===== config.mk =====
export PLATFORM = sky130hd
export DESIGN_NAME = egs_gear_servo
export DESIGN_NICKNAME = d
export VERILOG_FILES = /design/src/core/egs_pkg.sv /design/src/core/egs_gear_servo.sv
export VERILOG_INCLUDE_DIRS = /design/src /design/src/core
export SDC_FILE = /design/constraint.sdc
export NUM_CORES = 2
export LEC_CHECK = 0
export ABC_AREA = 0
export BUFFER_PORTS_ARGS = -buffer_cell sky130_fd_sc_hd__buf_2
export CAP_MARGIN = 5
export CELL_PAD_IN_SITES_DETAIL_PLACEMENT = 2
export CELL_PAD_IN_SITES_GLOBAL_PLACEMENT = 2
export CORE_UTILIZATION = 43
export CTS_CLUSTER_SIZE = 14
export DETAILED_ROUTE_END_ITERATION = 12
export PLACE_DENSITY = 0.95
export SLEW_MARGIN = 15
export SYNTH_ARGS = -nofsm -noshare
export SYNTH_HDL_FRONTEND = slang
export SYNTH_SLANG_ARGS = --single-unit

===== constraint.sdc =====
create_clock -name clock -period 18.9 [get_ports clock]
set_clock_uncertainty 0.2 [all_clocks]
set_input_delay 3.78 -clock clock [delete_from_list [all_inputs] [get_ports clock]]
set_output_delay 3.78 -clock clock [all_outputs]
set_load 0.03 [all_outputs]

===== src/core/egs_consts.svh =====
`ifndef EGS_CONSTS_SVH
`define EGS_CONSTS_SVH

// Register byte offsets
`define EGS_A_GEAR_NUM    8'h00
`define EGS_A_GEAR_DEN    8'h04
`define EGS_A_MARKER_OFS  8'h08
`define EGS_A_STOP_THR    8'h0C
`define EGS_A_COIN_LVL    8'h10
`define EGS_A_COIN_WIDTH  8'h14
`define EGS_A_TORQUE_CAP  8'h18
`define EGS_A_CTRL        8'h1C
`define EGS_A_ENC_PPR     8'h20
`define EGS_A_BRAKE_SPEED 8'h24
`define EGS_A_LIVE        8'h28
`define EGS_A_INT_STAT    8'h2C
`define EGS_A_INT_MASK    8'h30
`define EGS_A_POS_CMD     8'h34
`define EGS_A_ABS_POS     8'h38

// Control register fields
`define EGS_CTRL_HOME     1:0
`define EGS_CTRL_BRAKE    3:2
`define EGS_CTRL_ENC      4
`define EGS_CTRL_DYN      5
`define EGS_CTRL_CYCLES   11:8

// Interrupt event bits
`define EGS_EV_ZERO       0
`define EGS_EV_ALARM      1
`define EGS_EV_STOP       2
`define EGS_EV_COIN       3

// Reset values and limits
`define EGS_RST_GEAR        15'h0001
`define EGS_RST_STOP_THR    12'h032
`define EGS_RST_COIN_WIDTH  12'h014
`define EGS_RST_TORQUE_CAP  10'h3E8
`define EGS_RST_BRAKE_SPEED 12'h00A
`define EGS_RST_CYCLES      4'h1
`define EGS_RST_PPR         16'h2EE0
`define EGS_CYCLE_COUNTS    18'h02EE0
`define EGS_OFS_MAX         14'h2EDF

`endif


===== src/core/egs_pkg.sv =====
package egs_pkg;

  // Brake sequencer states
  typedef enum logic [1:0] {
    BRK_RUN,
    BRK_DECEL,
    BRK_HOLD,
    BRK_COAST
  } egs_brake_e;

  // Measured and commanded speed, r/min
  typedef struct packed {
    logic [11:0] meas;
    logic [11:0] cmd;
  } egs_speed_s;

  // Whole state of the servo logic
  typedef struct packed {
    logic [14:0]        num;
    logic [14:0]        den;
    logic [14:0]        numSh;
    logic [14:0]        denSh;
    logic [13:0]        ofs;
    logic [11:0]        stopThr;
    logic [11:0]        coinLvl;
    logic [11:0]        coinWidth;
    logic [11:0]        brakeSpeed;
    logic [9:0]         cap;
    logic [1:0]         home;
    logic [1:0]         brakeMode;
    logic               encFit;
    logic               dynFit;
    logic [3:0]         cycles;
    logic [15:0]        ppr;
    logic signed [23:0] cmdAcc;
    logic signed [31:0] posCmd;
    logic signed [23:0] fbAcc;
    logic [1:0]         quad;
    logic [17:0]        elecAngle;
    logic [17:0]        revAngle;
    logic signed [31:0] absPos;
    logic               started;
    logic               setZeroD;
    egs_brake_e         brk;
    logic [3:0]         intStat;
    logic [3:0]         intMask;
    logic [31:0]        rdata;
    logic               zeroPulse;
    logic               stopped;
    logic               match;
    logic [9:0]         torque;
    logic               markerStop;
    logic               brakeOn;
    logic               maxDecel;
    logic               dynBrake;
    logic               irq;
  } egs_state_s;

endpackage


===== src/core/egs_gear_servo.sv =====
// What this block does
// Command pulses scaled by numerator over denominator into position counts.
// Counts per revolution: resolver cycles times 12000, or encoder PPR.
// Feedback counts scaled by denominator over numerator onto output pulse pair.
// New gear ratio values apply only at a power-up parameter load.
// Electrical zero shifted by marker offset, 0 to 11999 counts.
// One electrical zero per resolver cycle.
// Operator sets offset to displayed angle times 12000 over 360.
// Shifted zero drives zero pulse output and stop-at-marker position.
// Motor stopped output while speed below threshold, default 50 r/min.
// Non-zero match level: coincidence when speed reaches that level.
// Zero match level: coincidence when speed reaches commanded speed.
// Coincidence uses a tolerance window, default 20 r/min.
// Under torque limiting, torque clamped to cap, default 100 percent.
// Set-zero or startup applies home mode 0, 1 or 2.
// Enable off runs brake sequence; alarm applies brake at once.
// Brake mode 0: no mechanical brake, coast or dynamic brake.
// Modes 1, 2: max decel, then hold brake at engage speed.
// Division remainders carried forward so no counts are lost.
//
// Chosen here: strobed register access and the address map.
`include "egs_consts.svh"

module egs_gear_servo
  import egs_pkg::*;
(
  // Clock and reset
  input  wire logic        clock,
  input  wire logic        sys_rst,
  // Register port
  input  wire logic [7:0]  regAddr,
  input  wire logic [31:0] regWdata,
  input  wire logic        regWrite,
  input  wire logic        regRead,
  output logic      [31:0] regRdata,
  // Command pulses, A counts up, B counts down
  input  wire logic        cmd_pulse_a,
  input  wire logic        cmd_pulse_b,
  // Internal feedback count
  input  wire logic        fbStep,
  input  wire logic        fbDir,
  // Power-up parameter load
  input  wire logic        paramLoad,
  // Speed, torque and machine inputs
  input  wire egs_speed_s  speedIn,
  input  wire logic [9:0]  torqueReq,
  input  wire logic        torqueLimitIn,
  input  wire logic        setZero,
  input  wire logic        enable,
  input  wire logic        alarm,
  input  wire logic        stopAtMarker,
  // Encoder-equivalent outputs
  output logic             out_pulse_a,
  output logic             out_pulse_b,
  output logic             out_zero_pulse,
  // Status and drive outputs
  output logic             motorStopped,
  output logic             speedMatch,
  output logic      [9:0]  torqueOut,
  output logic             markerStop,
  output logic             brakeOn,
  output logic             maxDecel,
  output logic             dynBrake,
  output logic             irq
);

  egs_state_s         r;
  egs_state_s         n;
  logic signed [23:0] numS;
  logic signed [23:0] denS;
  logic signed [23:0] cmdSum;
  logic signed [23:0] fbSum;
  logic [17:0]        cycCounts;
  logic [17:0]        countsPerRev;
  logic [11:0]        target;
  logic [11:0]        diff;
  logic [3:0]         ev;
  logic [3:0]         clr;
  logic               zeroReq;

  ////////////////////////////////////////////////////////////////////////////////
  // Next-state logic
  always_comb begin
    n = r;
    numS = $signed({9'h000, r.num});
    denS = $signed({9'h000, r.den});
    ev = 4'h0;
    clr = 4'h0;
    // Resolution per revolution
    cycCounts = r.encFit ? {2'h0, r.ppr} : `EGS_CYCLE_COUNTS;
    countsPerRev = r.encFit ? {2'h0, r.ppr} : 18'(18'(r.cycles) * `EGS_CYCLE_COUNTS);

    // Command gearing
    cmdSum = r.cmdAcc + (cmd_pulse_a ? numS : 24'sh0) - (cmd_pulse_b ? numS : 24'sh0);
    // Remainder kept; one count drained per cycle
    if (cmdSum >= denS) begin
      n.cmdAcc = cmdSum - denS;
      n.posCmd = r.posCmd + 32'sh1;
    end else if (cmdSum <= -denS) begin
      n.cmdAcc = cmdSum + denS;
      n.posCmd = r.posCmd - 32'sh1;
    end else begin
      n.cmdAcc = cmdSum;
    end

    // Feedback gearing onto quadrature pair
    fbSum = r.fbAcc + (fbStep ? (fbDir ? denS : -denS) : 24'sh0);
    // Feedback remainder carried
    if (fbSum >= numS) begin
      n.fbAcc = fbSum - numS;
      n.quad = {r.quad[0], ~r.quad[1]};
    end else if (fbSum <= -numS) begin
      n.fbAcc = fbSum + numS;
      n.quad = {~r.quad[0], r.quad[1]};
    end else begin
      n.fbAcc = fbSum;
    end

    // Electrical angle wraps once per resolver cycle
    if (fbStep) begin
      if (fbDir) begin
        n.elecAngle = (r.elecAngle >= cycCounts - 18'h00001) ? 18'h00000
                                                              : r.elecAngle + 18'h00001;
        n.revAngle = (r.revAngle >= countsPerRev - 18'h00001) ? 18'h00000
                                                               : r.revAngle + 18'h00001;
        n.absPos = r.absPos + 32'sh1;
      end else begin
        n.elecAngle = (r.elecAngle == 18'h00000) ? cycCounts - 18'h00001
                                                 : r.elecAngle - 18'h00001;
        n.revAngle = (r.revAngle == 18'h00000) ? countsPerRev - 18'h00001
                                               : r.revAngle - 18'h00001;
        n.absPos = r.absPos - 32'sh1;
      end
    end

    // Zero pulse at shifted zero, also stop point
    n.zeroPulse = fbStep && (n.elecAngle == {4'h0, r.ofs});
    if (!stopAtMarker) begin
      n.markerStop = 1'b0;
    end else if (n.zeroPulse) begin
      n.markerStop = 1'b1;
    end
    ev[`EGS_EV_ZERO] = n.zeroPulse;

    // Home processing on set-zero edge or first cycle after reset
    zeroReq = (setZero && !r.setZeroD) || !r.started;
    n.started = 1'b1;
    n.setZeroD = setZero;
    if (zeroReq) begin
      case (r.home)
        2'h0: begin
          n.absPos = 32'sh0;
        end
        2'h1: begin
          n.absPos = $signed({14'h0000, n.revAngle});
        end
        default: begin
        end
      endcase
    end

    // Stopped comparator
    n.stopped = speedIn.meas < r.stopThr;
    // Coincidence target
    target = (r.coinLvl != 12'h000) ? r.coinLvl : speedIn.cmd;
    diff = (speedIn.meas >= target) ? speedIn.meas - target : target - speedIn.meas;
    // Tolerance window
    n.match = diff <= r.coinWidth;
    ev[`EGS_EV_STOP] = n.stopped && !r.stopped;
    ev[`EGS_EV_COIN] = n.match && !r.match;

    // Torque clamp
    n.torque = (torqueLimitIn && torqueReq > r.cap) ? r.cap : torqueReq;

    // Brake sequencer; alarm overrides from every state
    case (r.brk)
      BRK_RUN: begin
        if (!enable) begin
          // Mode 0 coasts
          n.brk = (r.brakeMode == 2'h0) ? BRK_COAST : BRK_DECEL;
        end
      end
      BRK_DECEL: begin
        if (enable) begin
          n.brk = BRK_RUN;
        // Hold brake at engage speed
        end else if (speedIn.meas <= r.brakeSpeed) begin
          n.brk = BRK_HOLD;
        end
      end
      BRK_HOLD, BRK_COAST: begin
        if (enable) begin
          n.brk = BRK_RUN;
        end
      end
      default: begin
        n.brk = BRK_HOLD;
      end
    endcase
    // Alarm brakes at once
    if (alarm) begin
      n.brk = BRK_HOLD;
    end
    ev[`EGS_EV_ALARM] = alarm && (r.brk != BRK_HOLD);
    n.brakeOn = n.brk == BRK_HOLD;
    n.maxDecel = n.brk == BRK_DECEL;
    n.dynBrake = (n.brk == BRK_COAST) && r.dynFit;

    // Gear ratio applied only at parameter load
    if (paramLoad) begin
      n.num = r.numSh;
      n.den = r.denSh;
      // Acts as a power cycle: a remainder of the old ratio could overflow the new one
      n.cmdAcc = 24'sh0;
      n.fbAcc = 24'sh0;
    end

    // Register writes; zero gear terms forced to one to keep division bounded
    if (regWrite) begin
      case (regAddr)
        `EGS_A_GEAR_NUM: begin
          n.numSh = (regWdata[14:0] == 15'h0000) ? `EGS_RST_GEAR : regWdata[14:0];
        end
        `EGS_A_GEAR_DEN: begin
          n.denSh = (regWdata[14:0] == 15'h0000) ? `EGS_RST_GEAR : regWdata[14:0];
        end
        // Offset limited to one cycle
        `EGS_A_MARKER_OFS: begin
          n.ofs = (regWdata[13:0] > `EGS_OFS_MAX) ? `EGS_OFS_MAX : regWdata[13:0];
        end
        `EGS_A_STOP_THR:    n.stopThr = regWdata[11:0];
        `EGS_A_COIN_LVL:    n.coinLvl = regWdata[11:0];
        `EGS_A_COIN_WIDTH:  n.coinWidth = regWdata[11:0];
        `EGS_A_TORQUE_CAP:  n.cap = regWdata[9:0];
        `EGS_A_BRAKE_SPEED: n.brakeSpeed = regWdata[11:0];
        `EGS_A_CTRL: begin
          n.home = regWdata[`EGS_CTRL_HOME];
          n.brakeMode = regWdata[`EGS_CTRL_BRAKE];
          n.encFit = regWdata[`EGS_CTRL_ENC];
          n.dynFit = regWdata[`EGS_CTRL_DYN];
          n.cycles = (regWdata[`EGS_CTRL_CYCLES] == 4'h0) ? `EGS_RST_CYCLES
                                                         : regWdata[`EGS_CTRL_CYCLES];
        end
        `EGS_A_ENC_PPR: begin
          n.ppr = (regWdata[15:0] == 16'h0000) ? `EGS_RST_PPR : regWdata[15:0];
        end
        `EGS_A_INT_STAT:    clr = regWdata[3:0];
        `EGS_A_INT_MASK:    n.intMask = regWdata[3:0];
        default: begin
        end
      endcase
    end

    // Sticky status, a new event wins over a clear in the same cycle
    n.intStat = (r.intStat & ~clr) | ev;
    n.irq = |(n.intStat & n.intMask);

    // Read data valid in the cycle after the strobe only
    n.rdata = 32'h00000000;
    if (regRead) begin
      case (regAddr)
        `EGS_A_GEAR_NUM:    n.rdata = {17'h00000, r.numSh};
        `EGS_A_GEAR_DEN:    n.rdata = {17'h00000, r.denSh};
        `EGS_A_MARKER_OFS:  n.rdata = {18'h00000, r.ofs};
        `EGS_A_STOP_THR:    n.rdata = {20'h00000, r.stopThr};
        `EGS_A_COIN_LVL:    n.rdata = {20'h00000, r.coinLvl};
        `EGS_A_COIN_WIDTH:  n.rdata = {20'h00000, r.coinWidth};
        `EGS_A_TORQUE_CAP:  n.rdata = {22'h000000, r.cap};
        `EGS_A_BRAKE_SPEED: n.rdata = {20'h00000, r.brakeSpeed};
        `EGS_A_CTRL: begin
          n.rdata = {20'h00000, r.cycles, 2'h0, r.dynFit, r.encFit, r.brakeMode, r.home};
        end
        `EGS_A_ENC_PPR:     n.rdata = {16'h0000, r.ppr};
        `EGS_A_LIVE: begin
          n.rdata = {24'h000000, r.brk, r.markerStop, r.match, r.stopped, r.brakeOn,
                     r.quad};
        end
        `EGS_A_INT_STAT:    n.rdata = {28'h0000000, r.intStat};
        `EGS_A_INT_MASK:    n.rdata = {28'h0000000, r.intMask};
        `EGS_A_POS_CMD:     n.rdata = r.posCmd;
        `EGS_A_ABS_POS:     n.rdata = r.absPos;
        default:            n.rdata = 32'h00000000;
      endcase
    end
  end

  ////////////////////////////////////////////////////////////////////////////////
  // State register, constants only under reset
  always_ff @(posedge clock or posedge sys_rst) begin
    if (sys_rst) begin
      r <= '0;
      r.num <= `EGS_RST_GEAR;
      r.den <= `EGS_RST_GEAR;
      r.numSh <= `EGS_RST_GEAR;
      r.denSh <= `EGS_RST_GEAR;
      r.stopThr <= `EGS_RST_STOP_THR;
      r.coinWidth <= `EGS_RST_COIN_WIDTH;
      r.cap <= `EGS_RST_TORQUE_CAP;
      r.brakeSpeed <= `EGS_RST_BRAKE_SPEED;
      r.cycles <= `EGS_RST_CYCLES;
      r.ppr <= `EGS_RST_PPR;
      r.brk <= BRK_HOLD;
      r.brakeOn <= 1'b1;
    end else begin
      r <= n;
    end
  end

  // Outputs straight from the state register
  assign regRdata = r.rdata;
  assign out_pulse_a = r.quad[0];
  assign out_pulse_b = r.quad[1];
  assign out_zero_pulse = r.zeroPulse;
  assign motorStopped = r.stopped;
  assign speedMatch = r.match;
  assign torqueOut = r.torque;
  assign markerStop = r.markerStop;
  assign brakeOn = r.brakeOn;
  assign maxDecel = r.maxDecel;
  assign dynBrake = r.dynBrake;
  assign irq = r.irq;

  ////////////////////////////////////////////////////////////////////////////////
  // Checks
  a_gear_hold: assert property (@(posedge clock) disable iff (sys_rst)
    !paramLoad |=> (r.num == $past(r.num)) && (r.den == $past(r.den)))
    else $error("gear ratio changed without parameter load");
  a_cmd_unit: assert property (@(posedge clock) disable iff (sys_rst)
    (cmd_pulse_a && !cmd_pulse_b && r.num == r.den && r.cmdAcc == 24'sh0)
      |=> r.posCmd == $past(r.posCmd) + 32'sh1)
    else $error("unity gear pulse not counted");
  a_cmd_remain: assert property (@(posedge clock) disable iff (sys_rst)
    (r.num <= r.den) |-> (r.cmdAcc < denS) && (r.cmdAcc > -denS))
    else $error("command remainder out of range");
  a_zero_offset: assert property (@(posedge clock) disable iff (sys_rst)
    out_zero_pulse |-> r.elecAngle == {4'h0, $past(r.ofs)})
    else $error("zero pulse away from shifted zero");
  // The first edge after release still resets the state, so skip it
  a_stop_level: assert property (@(posedge clock) disable iff (sys_rst)
    !$past(sys_rst) |-> motorStopped == ($past(speedIn.meas) < $past(r.stopThr)))
    else $error("stopped output wrong");
  a_coin_level: assert property (@(posedge clock) disable iff (sys_rst)
    (r.coinLvl != 12'h000 && speedIn.meas == r.coinLvl) |=> speedMatch)
    else $error("coincidence missed at level");
  a_torque_cap: assert property (@(posedge clock) disable iff (sys_rst)
    torqueLimitIn |=> torqueOut <= $past(r.cap))
    else $error("torque above cap");
  a_alarm_brake: assert property (@(posedge clock) disable iff (sys_rst)
    alarm |=> brakeOn && !maxDecel)
    else $error("alarm did not brake at once");
  a_coast_free: assert property (@(posedge clock) disable iff (sys_rst)
    (r.brk == BRK_RUN && !enable && !alarm && r.brakeMode == 2'h0)
      |=> !brakeOn ##1 (!brakeOn || $past(alarm)))
    else $error("brake applied in mode 0");
  a_decel_hold: assert property (@(posedge clock) disable iff (sys_rst)
    (r.brk == BRK_DECEL && !enable && speedIn.meas <= r.brakeSpeed) |=> brakeOn)
    else $error("holding brake not engaged");
  a_home_clear: assert property (@(posedge clock) disable iff (sys_rst)
    (setZero && !r.setZeroD && r.home == 2'h0) |=> r.absPos == 32'sh0)
    else $error("home mode 0 did not clear position");

endmodule


==> results.json, run 1 <==
{
  "synth-async-reset-ratio_pct": 100.0,
  "yosysMostFrequentCell": "ha_1",
  "dp_hpwl_um": 118900,
  "netlist_top_cells_count": "ha_1, dfrtp_1, nand2_1",
  "synth_mux_area_share_pct": 5.445,
  "synth_top_family_by_area": "compound AO/OA/AOI/OAI gates",
  "yosysWarningCount": 0,
  "port-buffer-count": 123,
  "yosys.area.top_type": "dfrtp_1",
  "ctsResizeCount": 0,
  "rows": 101,
  "place_congestion": 0.9621,
  "error_message": "[ERROR GRT-0232] Routing congestion too high. Check the congestion heatmap in the GUI.",
  "yosys.area_share.simple_pct": 18.03,
  "synthesis.nets": 4374,
  "synth_edf_count": 0,
  "ctsHoldBuffers": 0,
  "clkSinkCount": 370,
  "syn-instance-count": 3913,
  "ys_seq_area_share_pct": 28.04,
  "synth_flop_cell": "dfrtp_1",
  "antenna_found_initial": 24,
  "synth_seq_cells": 370,
  "grt_start_max_net_pins": 153,
  "grt_usage_pct": 69.14,
  "synth_compound_area_share_pct": 22.25,
  "die_w_um": 279.6,
  "dpl_cell_area_um2": 34400,
  "synth_area_um2": 33140,
  "dp_cells": 4884,
  "synth_area_leaders": "dfrtp_1, ha_1, mux2_2",
  "cts_root_buffer": "clkbuf_16",
  "synth_top_area_share_pct": 25.90,
  "postCtsSetupBuffers": 0,
  "cts-htree-levels": 2,
  "io_pins": 140,
  "synth_xor_area_share_pct": 5.630,
  "numCtsBuffers": 47,
  "status": "aborted with a tool error",
  "start_util_pct": 43.56,
  "clock_path_buffers": 3,
  "syn_avg_cell_area_um2": 8.468,
  "stop_stage": "global routing (5_1_grt)",
  "synthAdderAreaFrac_pct": 14.74,
  "overflow": 8,
  "synth.distinct_cells": 87,
  "die_y_um": 279.6
}
-- metal layers --
layer,track usage [%],overflow
met5,30.83,0
met4,71.22,7
met3,55.44,1
met2,84.34,0
met1,67.64,0
-- cell families after synthesis --
family | count (synthesis)
and+or+nand+nor | 1210
AOI/OAI and AO/OA | 1112
buffers and inverters | 469
adders and majority gates | 373
DFF | 370
xor gates and xnor gates | 213
muxes | 165
other | 1
-- per-stage QoR --
step                utilization (%)  setup slack [ns]  hold WS (ns)
CTS                           47.63             3.997        0.3283
detailed placement            45.21             4.296        0.3150
global placement              45.21             5.131        0.2614
floorplan                         -             4.691        0.2425
==> run 2, diff against run 1 <==
--- a/config.mk
+++ b/config.mk
@@ -9,12 +9,9 @@
 export ABC_AREA = 0
 export BUFFER_PORTS_ARGS = -buffer_cell sky130_fd_sc_hd__buf_2
 export CAP_MARGIN = 5
-export CELL_PAD_IN_SITES_DETAIL_PLACEMENT = 2
-export CELL_PAD_IN_SITES_GLOBAL_PLACEMENT = 2
-export CORE_UTILIZATION = 43
-export CTS_CLUSTER_SIZE = 14
+export CORE_UTILIZATION = 40
 export DETAILED_ROUTE_END_ITERATION = 12
-export PLACE_DENSITY = 0.95
+export PLACE_DENSITY_LB_ADDON = 0.15
 export SLEW_MARGIN = 15
 export SYNTH_ARGS = -nofsm -noshare
 export SYNTH_HDL_FRONTEND = slang
==> run 2 against run 1 <==
Net effect: the run now ends clean; synthesized cell count is the same; area after synthesis is the same.
==> results.json, run 2 <==
{
  "critPathRequiredTime_ns": 19.23,
  "tns_ns": 0,
  "irDropWorstVdd_uv": 142.5,
  "synth_flop_cell": "dfrtp_1",
  "grt_usage_pct": 26.44,
  "drv_slew": 0,
  "synth_area_leaders": "dfrtp_1, ha_1, mux2_2",
  "yosysWarningCount": 0,
  "crit_fanout": 15,
  "areaGrowthSynthToFinish_pct": 9.338,
  "ctsHoldBuffers": 0,
  "ys_seq_area_share_pct": 28.04,
  "wl_per_cell_um": 22.55,
  "io_pins": 140,
  "p_per_area_nw_per_um2": 195.3,
  "antenna_left": 0,
  "cts.clk_slew.worst_paths_ns": 0.06,
  "numCtsBuffers": 46,
  "finalCritPeriodShare_pct": 69.01,
  "cap_violations": 0,
  "cp_common_cell": "ha_1",
  "max_slew.worst_pin.slew_ns": 1.122,
  "r2r_setup_slack_ns": 8.77,
  "drive_above_1_share_pct": 11.58,
  "finalSetupViolations": 0,
  "die_area_um2": 83990,
  "synthesis.nets": 4374,
  "slowest_stage": "a2111oi_0",
  "synth-async-reset-ratio_pct": 100.0,
  "grt_start_max_net_pins": 81,
  "cts_root_buffer": "clkbuf_16",
  "grt_pass1_vias": 28250,
  "reg2reg_depth": 31,
  "synth.distinct_cells": 87,
  "finalHoldViolations": 0,
  "drc": 0,
  "cts-htree-levels": 2,
  "routed_wl_um": 113200,
  "period_needed_ns": 13.04,
  "drt_iter0_drc": 2336,
  "clock_path_buffers": 3,
  "die_w_um": 289.8,
  "crit_type": "in2reg",
  "core_um2": 81980,
  "rsz0062_at_grt": "false",
  "dp_hpwl_um": 86680,
  "port-buffer-count": 123,
  "synth_seq_cells": 370,
  "synth_edf_count": 0,
  "cts_tree": "built",
  "start_kind": "input port",
  "postCtsSetupBuffers": 0,
  "crit_arrival_ns": 13.37,
  "ctsResizeCount": 0,
  "largest_reg_flops": 288,
  "clk_latency_ns": 0.61,
  "start_util_pct": 40.42,
  "rows": 105,
  "synth_area_um2": 33140,
  "crit_end": "r[187]$_DFFE_PP0P_",
  "min_delay_path_depth": 1,
  "clkSinkCount": 370,
  "relSlewSlack_pct": 24.95,
  "hold_ws_ns": 0.3025,
  "place_congestion": 0.9182,
  "p_leak_nw": 16.40,
  "nNetsFinal": 4368,
  "netlist_top_cells_count": "ha_1, dfrtp_1, nand2_1",
  "worstReg2RegEnd": "r[187]$_DFFE_PP0P_",
  "overflow": 0,
  "yosys.area.top_type": "dfrtp_1",
  "synth_top_area_share_pct": 25.90,
  "regMostFlops": "r",
  "drt-pass1-iter-count": 6,
  "syn-instance-count": 3913,
  "fmax_mhz": 76.67,
  "syn_avg_cell_area_um2": 8.468,
  "end_kind": "register",
  "antenna_found_initial": 7,
  "final_common_cell": "ha_1",
  "yosysMostFrequentCell": "ha_1",
  "viasPerCell": 5.906,
  "critPathLaunch": "cmd_pulse_a",
  "status": "finished, final reports clean",
  "slowest_delay_ns": 0.91,
  "vias": 29630,
  "grt_pass1_wl_um": 173100,
  "min_path_type": "reg2reg",
  "final_cell_mix": "ha_1, dfrtp_1, nand2_1, nor2_1, a21oi_1",
  "die_y_um": 289.8,
  "r2r-start": "numS[1]$_DFFE_PP0P_"
}
==> run 2: cell counts after synthesis <==
No cell type changed its count.
==> run 2: kinds of logic after synthesis <==
| logic type | count (synthesis) | share of synthesized area [%] |
|---|---|---|
| AND/OR/NAND/NOR | 1210 | 18.03 |
| AO/OA/AOI/OAI | 1112 | 22.25 |
| buffers and inverters | 469 | 5.853 |
| adder cells (fa/ha/maj) | 373 | 14.74 |
| flip-flops | 370 | 28.04 |
| XOR/XNOR | 213 | 5.630 |
| multiplexers | 165 | 5.445 |
| other | 1 | 0.01132 |
==> run 2: worst min-delay path by stage <==
| stage | start | to |
|---|---|---|
| 6_report | r[187]$_DFFE_PP0P_ | r[187]$_DFFE_PP0P_ |
| 5_1_grt | r[187]$_DFFE_PP0P_ | r[187]$_DFFE_PP0P_ |
| 4_1_cts | r[187]$_DFFE_PP0P_ | r[187]$_DFFE_PP0P_ |
| 3_5_place_dp | r[187]$_DFFE_PP0P_ | r[187]$_DFFE_PP0P_ |
| 3_3_place_gp | r[181]$_DFFE_PP0P_ | r[181]$_DFFE_PP0P_ |
| 2_1_floorplan | r[187]$_DFFE_PP0P_ | r[187]$_DFFE_PP0P_ |
==> run 2: power by group <==
part | internal, mW | switching, mW
Sequential | 0.968 | 0.182
Combinational | 1.94 | 2.96
Clock | 0.623 | 0.398
==> run 2: stage by stage <==
stage	util (%)	instances	total power, mW	worst slack, ns	area [um^2]
final	44.19	5017	7.077	5.858	36230
after global routing	44.19	5016	7.754	5.068	36230
after CTS	44.19	5015	7.091	6.018	36220
after detailed placement	42.05	4929	6.036	5.413	34470
after global placement	42.05	4929	6.018	5.344	34470
after floorplan	-	3913	4.848	4.691	33140
==> run 2: cell type report <==
cell class              count  area, um^2
diodes                      2       5.005
multi-input cells        3074       21940
clock buffers              59        1280
repair buffers            170       973.4
clock inverters            27       473.0
fillers                  8243       45750
inverters                 245       927.1
well taps                1070        1339
flip-flops and latches    370        9293
==> run 2: critical path: cells and delay by family <==
family,cells,cell delay [ns]
buf+inv,3,0.78
xor+xnor,1,0.15
simple gates,7,1.67
compound gates,16,5.10
fa+ha+maj,4,1.59
mux,1,0.25
==> run 2: metal layers <==
| layer | track usage [%] | vias to the layer above | wire, um |
|---|---|---|---|
| met2 | 44.28 | 869 | 53190 |
| met5 | 0 | - | 26 |
| met1 | 34.73 | 14360 | 49550 |
| met4 | 10.12 | 4 | 4597 |
| li1 | - | 14220 | - |
| met3 | 3.209 | 184 | 5784 |
No activity file was read; power rests on OpenSTA's default activity.
